[src/hw/tpp_pkg.sv]
// constants, field layout and helpers for the timer polarity/prescaler block
//------------------------------------------------------------------------
// Summary of operation
// - Disabled timer holds the output pin at the programmed polarity level.
// - One-shot mode: output changes state for one clock after reload.
// - Listed reload-driven modes toggle the output after every reload.
// - Counter mode counts rising input edges for polarity 0, falling for 1.
// - Single PWM: output forced to one level at match, back at reload.
// - Capture-type modes latch count on the polarity-selected input edge.
// - Gated mode counts on active input level, interrupts on inactive edge.
// - Capture/compare starts on first selected edge, captures on later ones.
// - Dual PWM drives output at match and reload; complement is its inverse.
// - Triggered one-shot starts on the polarity-selected input transition.
// - Prescaler divides the timer input clock by two to the field value.
// - Prescaler counter is cleared whenever the timer is disabled.
// - Dead-band field selects 0 or 2 to 128 extra clocks before assertion.
//------------------------------------------------------------------------
package tpp_pkg;

  //----------------------------------------------------------------------
  // register map (word aligned byte addresses)
  //----------------------------------------------------------------------
  localparam logic [7:0]  OFS_CTL_ONE   = 8'h00;
  localparam logic [7:0]  OFS_CTL_ZERO  = 8'h04;
  localparam logic [7:0]  OFS_STATUS    = 8'h08;
  localparam logic [7:0]  OFS_CLEAR     = 8'h0c;
  localparam logic [7:0]  OFS_IRQ_EN    = 8'h10;

  localparam logic [7:0]  RST_CTL_ONE   = 8'h00;
  localparam logic [3:0]  RST_CTL_ZERO  = 4'h0;

  // timer_control_one fields
  localparam int          BIT_ENABLE    = 7;
  localparam int          BIT_POLARITY  = 6;
  localparam int          CLOCK_PRESCALE_SELECT_MSB      = 5;
  localparam int          CLOCK_PRESCALE_SELECT_LSB      = 3;
  localparam int          MODE_LO_MSB   = 2;
  // control zero fields: [3] mode high bit, [2:0] dead-band select
  localparam int          BIT_MODE_HI   = 3;
  localparam int          DB_MSB        = 2;

  // status / clear / enable bits
  localparam int          ST_RELOAD     = 0;
  localparam int          ST_CAPTURE    = 1;
  localparam int          ST_GATE       = 2;
  localparam int          ST_W          = 3;

  //----------------------------------------------------------------------
  // operating modes
  //----------------------------------------------------------------------
  localparam logic [3:0]  M_ONESHOT     = 4'h0;
  localparam logic [3:0]  M_CONT        = 4'h1;
  localparam logic [3:0]  M_COUNTER     = 4'h2;
  localparam logic [3:0]  M_PWM         = 4'h3;
  localparam logic [3:0]  M_CAPTURE     = 4'h4;
  localparam logic [3:0]  M_COMPARE     = 4'h5;
  localparam logic [3:0]  M_GATED       = 4'h6;
  localparam logic [3:0]  M_CAPCMP      = 4'h7;
  localparam logic [3:0]  M_DUALPWM     = 4'h8;
  localparam logic [3:0]  M_CAPRST      = 4'h9;
  localparam logic [3:0]  M_CMPCNT      = 4'ha;
  localparam logic [3:0]  M_TRIG        = 4'hb;

  // 2 to the power of a 3-bit select: prescale ratio and dead-band length
  function automatic logic [7:0] pow2(input logic [2:0] sel);
    pow2 = 8'h01 << sel;
  endfunction : pow2

  function automatic logic toggles(input logic [3:0] m);
    toggles = (m == M_CONT)   || (m == M_COUNTER) || (m == M_CAPTURE) ||
              (m == M_COMPARE) || (m == M_GATED)  || (m == M_CAPCMP)  ||
              (m == M_CAPRST) || (m == M_CMPCNT)  || (m == M_TRIG);
  endfunction : toggles

  function automatic logic captures(input logic [3:0] m);
    captures = (m == M_CAPTURE) || (m == M_CAPRST) || (m == M_CMPCNT);
  endfunction : captures

endpackage : tpp_pkg

[src/hw/tpp_db_if.sv]
// link between the output stage and one dead-band delay unit
interface tpp_db_if;
  logic       raw;
  logic [2:0] sel;
  logic       dly_out;

  modport src (output raw, output sel, input dly_out);
  modport dly (input raw, input sel, output dly_out);
endinterface : tpp_db_if

[src/hw/tpp_deadband.sv]
// rising-edge delay for one pwm output
module tpp_deadband
  import tpp_pkg::*;
(
  // clock and reset
  input  wire logic clk_i,
  input  wire logic rst_b_i,
  // level in, delayed level out
  tpp_db_if.dly     db
);

  typedef struct packed {
    logic [7:0] cnt;
    logic       out;
  } tpp_db_s;

  tpp_db_s     s;
  tpp_db_s     next_s;
  logic [7:0]  len;

  assign len = (db.sel == 3'h0) ? 8'h00 : pow2(db.sel);

  always_comb begin
    next_s = s;
    if (!db.raw) begin
      // falls on the next clock with no dead-band, so the two outputs never overlap
      next_s.out = 1'b0;
      next_s.cnt = 8'h00;
    end else if (!s.out) begin
      if (s.cnt >= len) begin
        next_s.out = 1'b1;
      end else begin
        next_s.cnt = s.cnt + 8'h01;
      end
    end
  end

  always_ff @(posedge clk_i) begin
    if (!rst_b_i) begin
      s <= '0;
    end else begin
      s <= next_s;
    end
  end

  assign db.dly_out = s.out;
endmodule : tpp_deadband

[src/hw/tpp_top.sv]
// timer polarity, prescaler and output stage with apb registers
//
// Implementation choices: the register addresses and the APB interface to the registers.
module tpp_top
  import tpp_pkg::*;
(
  // clock and reset
  input  wire logic        clk_i,
  input  wire logic        rst_b_i,
  // apb slave
  input  wire logic        psel_i,
  input  wire logic        penable_i,
  input  wire logic        pwrite_i,
  input  wire logic [7:0]  paddr_i,
  input  wire logic [31:0] pwdata_i,
  output logic [31:0]      prdata_o,
  output logic             pready_o,
  output logic             pslverr_o,
  // counter core events
  input  wire logic        reload_i,
  input  wire logic        match_i,
  // timer pins
  input  wire logic        tin_i,
  output logic             tout_o,
  output logic             tout_n_o,
  // to counter core
  output logic             enable_o,
  output logic [3:0]       mode_o,
  output logic             count_tick_o,
  output logic             capture_o,
  output logic             start_o,
  // interrupt
  output logic             irq_o
);

  //----------------------------------------------------------------------
  // state
  //----------------------------------------------------------------------
  typedef struct packed {
    logic [7:0]      ctl1;
    logic [3:0]      ctl0;
    logic [ST_W-1:0] stat;
    logic [ST_W-1:0] ien;
    logic            lvl;
    logic [6:0]      pcnt;
    logic            tin_q;
    logic            armed;
    logic            tick;
    logic            cap;
    logic            start;
    logic [31:0]     rdata;
    logic            err;
  } tpp_st_s;

  tpp_st_s         s;
  tpp_st_s         next_s;

  logic            en;
  logic            pol;
  logic [2:0]      clock_prescale_select;
  logic [3:0]      mode;
  logic            rise;
  logic            fall;
  logic            act;
  logic            inact;
  logic            src;
  logic [6:0]      pmask;
  logic [ST_W-1:0] set;
  logic [ST_W-1:0] clr;
  logic            setup;
  logic            wr;
  logic            hit;
  logic            dual;

  tpp_db_if        dbp ();
  tpp_db_if        dbn ();

  assign en    = s.ctl1[BIT_ENABLE];
  assign pol   = s.ctl1[BIT_POLARITY];
  assign clock_prescale_select  = s.ctl1[CLOCK_PRESCALE_SELECT_MSB:CLOCK_PRESCALE_SELECT_LSB];
  assign mode  = {s.ctl0[BIT_MODE_HI], s.ctl1[MODE_LO_MSB:0]};
  assign dual  = en && (mode == M_DUALPWM);
  assign rise  = tin_i && !s.tin_q;
  assign fall  = !tin_i && s.tin_q;
  // polarity 0 picks the rising edge, 1 the falling edge
  assign act   = pol ? fall : rise;
  assign inact = pol ? rise : fall;
  assign pmask = 7'(pow2(clock_prescale_select) - 8'h01);

  assign setup = psel_i && !penable_i;
  assign wr    = psel_i && penable_i && pwrite_i;
  assign hit   = (paddr_i == OFS_CTL_ONE) || (paddr_i == OFS_CTL_ZERO) ||
                 (paddr_i == OFS_STATUS) || (paddr_i == OFS_CLEAR) ||
                 (paddr_i == OFS_IRQ_EN);

  //----------------------------------------------------------------------
  // prescaler source selection
  //----------------------------------------------------------------------
  always_comb begin
    case (mode)
      M_COUNTER, M_CMPCNT: src = act;
      M_GATED:             src = tin_i ^ pol;
      M_CAPCMP:            src = s.armed;
      default:             src = 1'b1;
    endcase
  end

  //----------------------------------------------------------------------
  // next state
  //----------------------------------------------------------------------
  always_comb begin
    next_s       = s;
    next_s.tin_q = tin_i;
    next_s.tick  = 1'b0;
    next_s.cap   = 1'b0;
    next_s.start = 1'b0;
    set          = '0;
    clr          = '0;

    if (!en) begin
      next_s.lvl   = pol;
      next_s.pcnt  = 7'h00;
      next_s.armed = 1'b0;
    end else begin
      // prescaler: one tick per 2**clock_prescale_select source events
      if (src) begin
        if ((s.pcnt & pmask) == pmask) begin
          next_s.tick = 1'b1;
          next_s.pcnt = 7'h00;
        end else begin
          next_s.pcnt = s.pcnt + 7'h01;
        end
      end

      // output level
      if (mode == M_ONESHOT) begin
        next_s.lvl = reload_i ? !pol : pol;
      end else if (toggles(mode)) begin
        if (reload_i) begin
          next_s.lvl = !s.lvl;
        end
      end else if (mode == M_PWM || mode == M_DUALPWM) begin
        // reload wins when both arrive together
        if (reload_i) begin
          next_s.lvl = pol;
        end else if (match_i) begin
          next_s.lvl = !pol;
        end
      end

      // input edge actions
      if (captures(mode) && act) begin
        next_s.cap = 1'b1;
      end
      if (mode == M_CAPCMP && act) begin
        if (s.armed) begin
          next_s.cap = 1'b1;
        end else begin
          next_s.armed = 1'b1;
        end
      end
      if (mode == M_TRIG && act) begin
        next_s.start = 1'b1;
      end
      if (mode == M_GATED && inact) begin
        set[ST_GATE] = 1'b1;
      end
      set[ST_RELOAD]  = reload_i;
      set[ST_CAPTURE] = next_s.cap;
    end

    // register writes land in the access phase
    if (wr) begin
      if (paddr_i == OFS_CTL_ONE) begin
        next_s.ctl1 = pwdata_i[7:0];
      end else if (paddr_i == OFS_CTL_ZERO) begin
        next_s.ctl0 = pwdata_i[3:0];
      end else if (paddr_i == OFS_CLEAR) begin
        clr = pwdata_i[ST_W-1:0];
      end else if (paddr_i == OFS_IRQ_EN) begin
        next_s.ien = pwdata_i[ST_W-1:0];
      end
    end
    // a new event beats a simultaneous clear
    next_s.stat = (s.stat & ~clr) | set;

    // read data captured in setup so the access phase needs no wait
    if (setup) begin
      next_s.err   = !hit;
      next_s.rdata = 32'h0000_0000;
      if (paddr_i == OFS_CTL_ONE) begin
        next_s.rdata = {24'h00_0000, s.ctl1};
      end else if (paddr_i == OFS_CTL_ZERO) begin
        next_s.rdata = {28'h000_0000, s.ctl0};
      end else if (paddr_i == OFS_STATUS) begin
        next_s.rdata = {29'h0000_0000, s.stat};
      end else if (paddr_i == OFS_IRQ_EN) begin
        next_s.rdata = {29'h0000_0000, s.ien};
      end
    end
  end

  always_ff @(posedge clk_i) begin
    if (!rst_b_i) begin
      s      <= '0;
      s.ctl1 <= RST_CTL_ONE;
      s.ctl0 <= RST_CTL_ZERO;
    end else begin
      s <= next_s;
    end
  end

  //----------------------------------------------------------------------
  // dead-band units and pin drive
  //----------------------------------------------------------------------
  assign dbp.raw = dual && s.lvl;
  assign dbn.raw = dual && !s.lvl;
  assign dbp.sel = s.ctl0[DB_MSB:0];
  assign dbn.sel = s.ctl0[DB_MSB:0];

  tpp_deadband u_db_p (
    .clk_i   (clk_i),
    .rst_b_i (rst_b_i),
    .db      (dbp.dly)
  );

  tpp_deadband u_db_n (
    .clk_i   (clk_i),
    .rst_b_i (rst_b_i),
    .db      (dbn.dly)
  );

  assign tout_o       = dual ? dbp.dly_out : s.lvl;
  assign tout_n_o     = dual ? dbn.dly_out : !s.lvl;
  assign enable_o     = en;
  assign mode_o       = mode;
  assign count_tick_o = s.tick;
  assign capture_o    = s.cap;
  assign start_o      = s.start;
  assign irq_o        = |(s.stat & s.ien);
  assign prdata_o     = s.rdata;
  assign pready_o     = 1'b1;
  assign pslverr_o    = psel_i && penable_i && s.err;
endmodule : tpp_top

[config.mk]
export PLATFORM = sky130hd
export DESIGN_NAME = tpp_top
export DESIGN_NICKNAME = d
export VERILOG_FILES = /design/src/hw/tpp_pkg.sv /design/src/hw/tpp_db_if.sv /design/src/hw/tpp_deadband.sv /design/src/hw/tpp_top.sv
export SDC_FILE = /design/constraint.sdc
export NUM_CORES = 1
export LEC_CHECK = 0
export BUFFER_PORTS_ARGS = -buffer_cell sky130_fd_sc_hd__buf_2
export CAP_MARGIN = 10
export CORE_MARGIN = 5
export CORE_UTILIZATION = 35
export CTS_BUF_LIST = sky130_fd_sc_hd__clkbuf_8 sky130_fd_sc_hd__clkbuf_16
export DETAILED_ROUTE_END_ITERATION = 16
export SYNTH_ARGS = -nofsm -noshare
export SYNTH_HDL_FRONTEND = slang
export SYNTH_SLANG_ARGS = --single-unit
[constraint.sdc]
create_clock -name clk_i -period 3 [get_ports clk_i]
set_input_delay 0.45 -clock clk_i [delete_from_list [all_inputs] [get_ports clk_i]]
set_output_delay 0.45 -clock clk_i [all_outputs]
set_load 0.05 [all_outputs]
==> impl_metrics.tcl <==
set metrics [dict create \
    fin_crit_sh_pct 87.46 \
    post_cts_resized 0 \
    n_antenna_cell 0 \
    arrival_ps 2870 \
    crit_chain "or3b_1 > ha_1 > o21ai_0 > a31oi_1 > o2111ai_2 > nand3_1 > or3_1 > a21oi_1" \
    power_switching_w 0.0004101 \
    ys.flop_type "dfxtp_1" \
    place_congestion 0.7995 \
    period_minus_slack_ps 2624 \
    synth_cells 420 \
    vdd_drop_max_mv 0.2300 \
    leakage_nw 1.545 \
    crit_path_start_kind "flop" \
    worst_slew_margin_rel_pct 50.53 \
    endpoint_kind "flop" \
    ys_ff_latch 58 \
    max-clock-path-buffers 2 \
    vias 2927 \
    cts_sinks 58 \
    rsz0062_at_grt "false" \
    clk_pin_slew_ps 70 \
    criticalPathCategory "flop to flop" \
    endpoint "u_db_n.s[8]" \
    dpl.hpwl_um 6057 \
    tightest_slew_ps 731.7 \
    reg2reg_depth 8 \
    internal_power_w 0.001281 \
    hold_viol 0 \
    drtAntennaViolNets 0 \
    wire_per_inst_um 13.62 \
    fin_setup_tns_ps 0 \
    globalRouteOverflowTotal 0 \
    h-tree-depth 3 \
    drt_iter0_drc 174 \
    layout-drive-gt1-share_pct 15.67 \
    cts_hold_buffers 0 \
    clock.fmax_ghz 0.3811 \
    cp_max_fo 9 \
    coreArea_sq_mm 0.009729 \
    chipHeight_um 109.9 \
    worstSkewPairLatency_ps 320 \
    grt_pass1_vias 2754 \
    setup-violations-final 0 \
    worstReg2RegEnd "u_db_n.s[8]" \
    synth_cell_types 55 \
    rows 36 \
    syn_avg_cell_area_sq_um 8.312 \
    finalClockSkew_ps 10.66 \
    grt_usage_pct 13.79 \
    final_cell_mix "58 x dfxtp_1, 43 x buf_2, 34 x nand2_1" \
    final_nets 513 \
    final_area_sq_mm 0.003874 \
    cp.required_ps 3240 \
    drc 0 \
    ys_seq_area_share_pct 33.26 \
    maxSlewViolCount 0 \
    dpl_cell_area_sq_mm 0.003655 \
    r2r_slack_ps 380 \
    chipWidth_um 109.9 \
    die_area_sq_mm 0.01207 \
    syn_area_sq_mm 0.003491 \
    start_util_pct 35.88 \
    synth_edf_count 0 \
    fillers 1013 \
    status "finished, final reports clean" \
    crit_slowest_cell "dfxtp_1" \
    startpoint "dbn.sel[1]" \
    numCtsBuffers 9 \
    viasPerCell 4.995 \
    first_pass_iters 7 \
    grt_pass1_wl_um 13270 \
    drv_cap 0 \
    grt_max_degree 23 \
    p_sw_share_pct 24.25 \
    clockRootBuffer "clkbuf_8" \
    grt_antenna_before_repair 0 \
    combPwrFrac_pct 7.4 \
    cellPowerDensity_mw_per_mm2 436.5 \
    hold_slack_ps 374.4 \
    area_growth_pct 10.97 \
    cts_setup_buffers 0 \
    totalWireLength_um 7984 \
    slowest_delay_ps 470 \
    pin_count 93 \
    final_common_cell "dfxtp_1" \
    synthArstFlopShare_pct 0 \
    hp-class "input port to flop" \
    pwr-share-clk_pct 46.9 \
    cts_tree "yes" \
    pwr-share-seq_pct 45.7 \
    r2r_start "dbn.sel[1]" \
    io_buffers 43 \
    yosysWarnings 0 \
]
[worst max-delay path, delay by kind of cell (launching register included)]
kind / cells / cell delay [ps]
simple gates: 3 / 1090
fa+ha+maj: 1 / 290
compound gates: 4 / 710
flops: 1 / 470
[layer usage]
| layer | part of all wire, % | vias up | routed length, um | track usage [%] |
|---|---|---|---|---|
| met5 | 0 | - | 0 | 0 |
| met4 | 0.78 | 0 | 62 | 4.630 |
| met3 | 6.4 | 4 | 508 | 3.171 |
| met2 | 43 | 75 | 3460 | 20.71 |
| met1 | 50 | 1358 | 3953 | 19.33 |
| li1 | - | 1490 | - | - |
[cell usage after synthesis (3+ instances only)]
library cell,instances,share of area (%)
nand3_1,25,3.6
nor2b_1,20,3.6
and3_1,13,2.3
or3_1,4,0.72
nand4_1,4,0.72
or3b_1,4,1.0
o21ai_0,15,2.2
a31oi_1,3,0.54
buf_4,38,8.2
mux2i_1,13,3.7
and2_1,4,0.72
nand2b_1,8,1.4
ha_1,17,6.1
a22oi_1,9,1.9
nor3_1,4,0.57
a21boi_1,8,1.7
nor2_1,25,2.7
nand3b_1,8,1.7
o31ai_1,3,0.65
xor2_1,10,2.5
clkbuf_1,17,1.8
nor3b_1,3,0.65
nand2_1,34,3.7
o21ai_1,10,1.4
inv_1,9,0.97
dfxtp_1,58,33
a21oi_1,18,2.6
[final cells by class]
type                       instances  area [sq um]  area share [%]
clock inverter                     6         81.33           2.099
sequential                        58          1161           29.97
clock buffer                      10         137.6           3.553
tap                              133         166.4           4.296
multi-input combinational        320          2029           52.39
timing repair buffer              49         260.3           6.718
inverter                          10         37.54          0.9690
[how the worst min path moves through the flow]
stage | from | end | slack, ps | cells after the start
finish | tin_i | s[37] | 370 | 2
global route | pwdata_i[6] | pol | 370 | 3
CTS | tin_i | s[37] | 360 | 2
detailed placement | s[44] | s[44] | 460 | 2
global placement | s[44] | s[44] | 450 | 2
floorplan | s[44] | s[44] | 440 | 2
[through the flow]
| step | worst slack [ps] | total power (W) | instances | util [%] |
|---|---|---|---|---|
| after floorplan | 610.0 | 0.0009150 | 443 | - |
| after global placement | 468.3 | 0.0009146 | 570 | 37.56 |
| after detailed placement | 373.6 | 0.0009149 | 570 | 37.56 |
| after CTS | 368.8 | 0.001717 | 586 | 39.81 |
| after global routing | 143.5 | 0.001758 | 586 | 39.81 |
| final | 376.2 | 0.001691 | 586 | 39.81 |
[registers in the layout, indices dropped and copies added (netlist names), 3 cells and up]
signal / cells
dbn.sel: 3
u_db_p.s: 8
prdata_o: 8
s: 17
mode_o: 4
u_db_n.s: 8
clock_prescale_select: 3
[cells by family (layout without fill, tap and decap cells)]
family	after synthesis	after routing	synth area share, %
AO/OA/AOI/OAI	87	87	16.56
AND/OR/NAND/NOR	166	166	25.99
adder cells (fa/ha/maj)	17	17	6.093
multiplexers	14	14	4.050
XOR/XNOR	11	11	2.760
buffers and inverters	65	75	11.07
other	2	25	0.2151
flip-flops	58	58	33.26
[power by group through the flow]
stage / combinational, W / sequential [W] / clock [W]
CTS: 0.000125 / 0.000772 / 0.000820
floorplan: 0.000125 / 0.000790 / 0
global placement: 0.000124 / 0.000790 / 0
global route: 0.000134 / 0.000772 / 0.000852
finish: 0.000126 / 0.000773 / 0.000793
detailed placement: 0.000125 / 0.000790 / 0
Note: power is estimated with default switching activity, not from simulation.
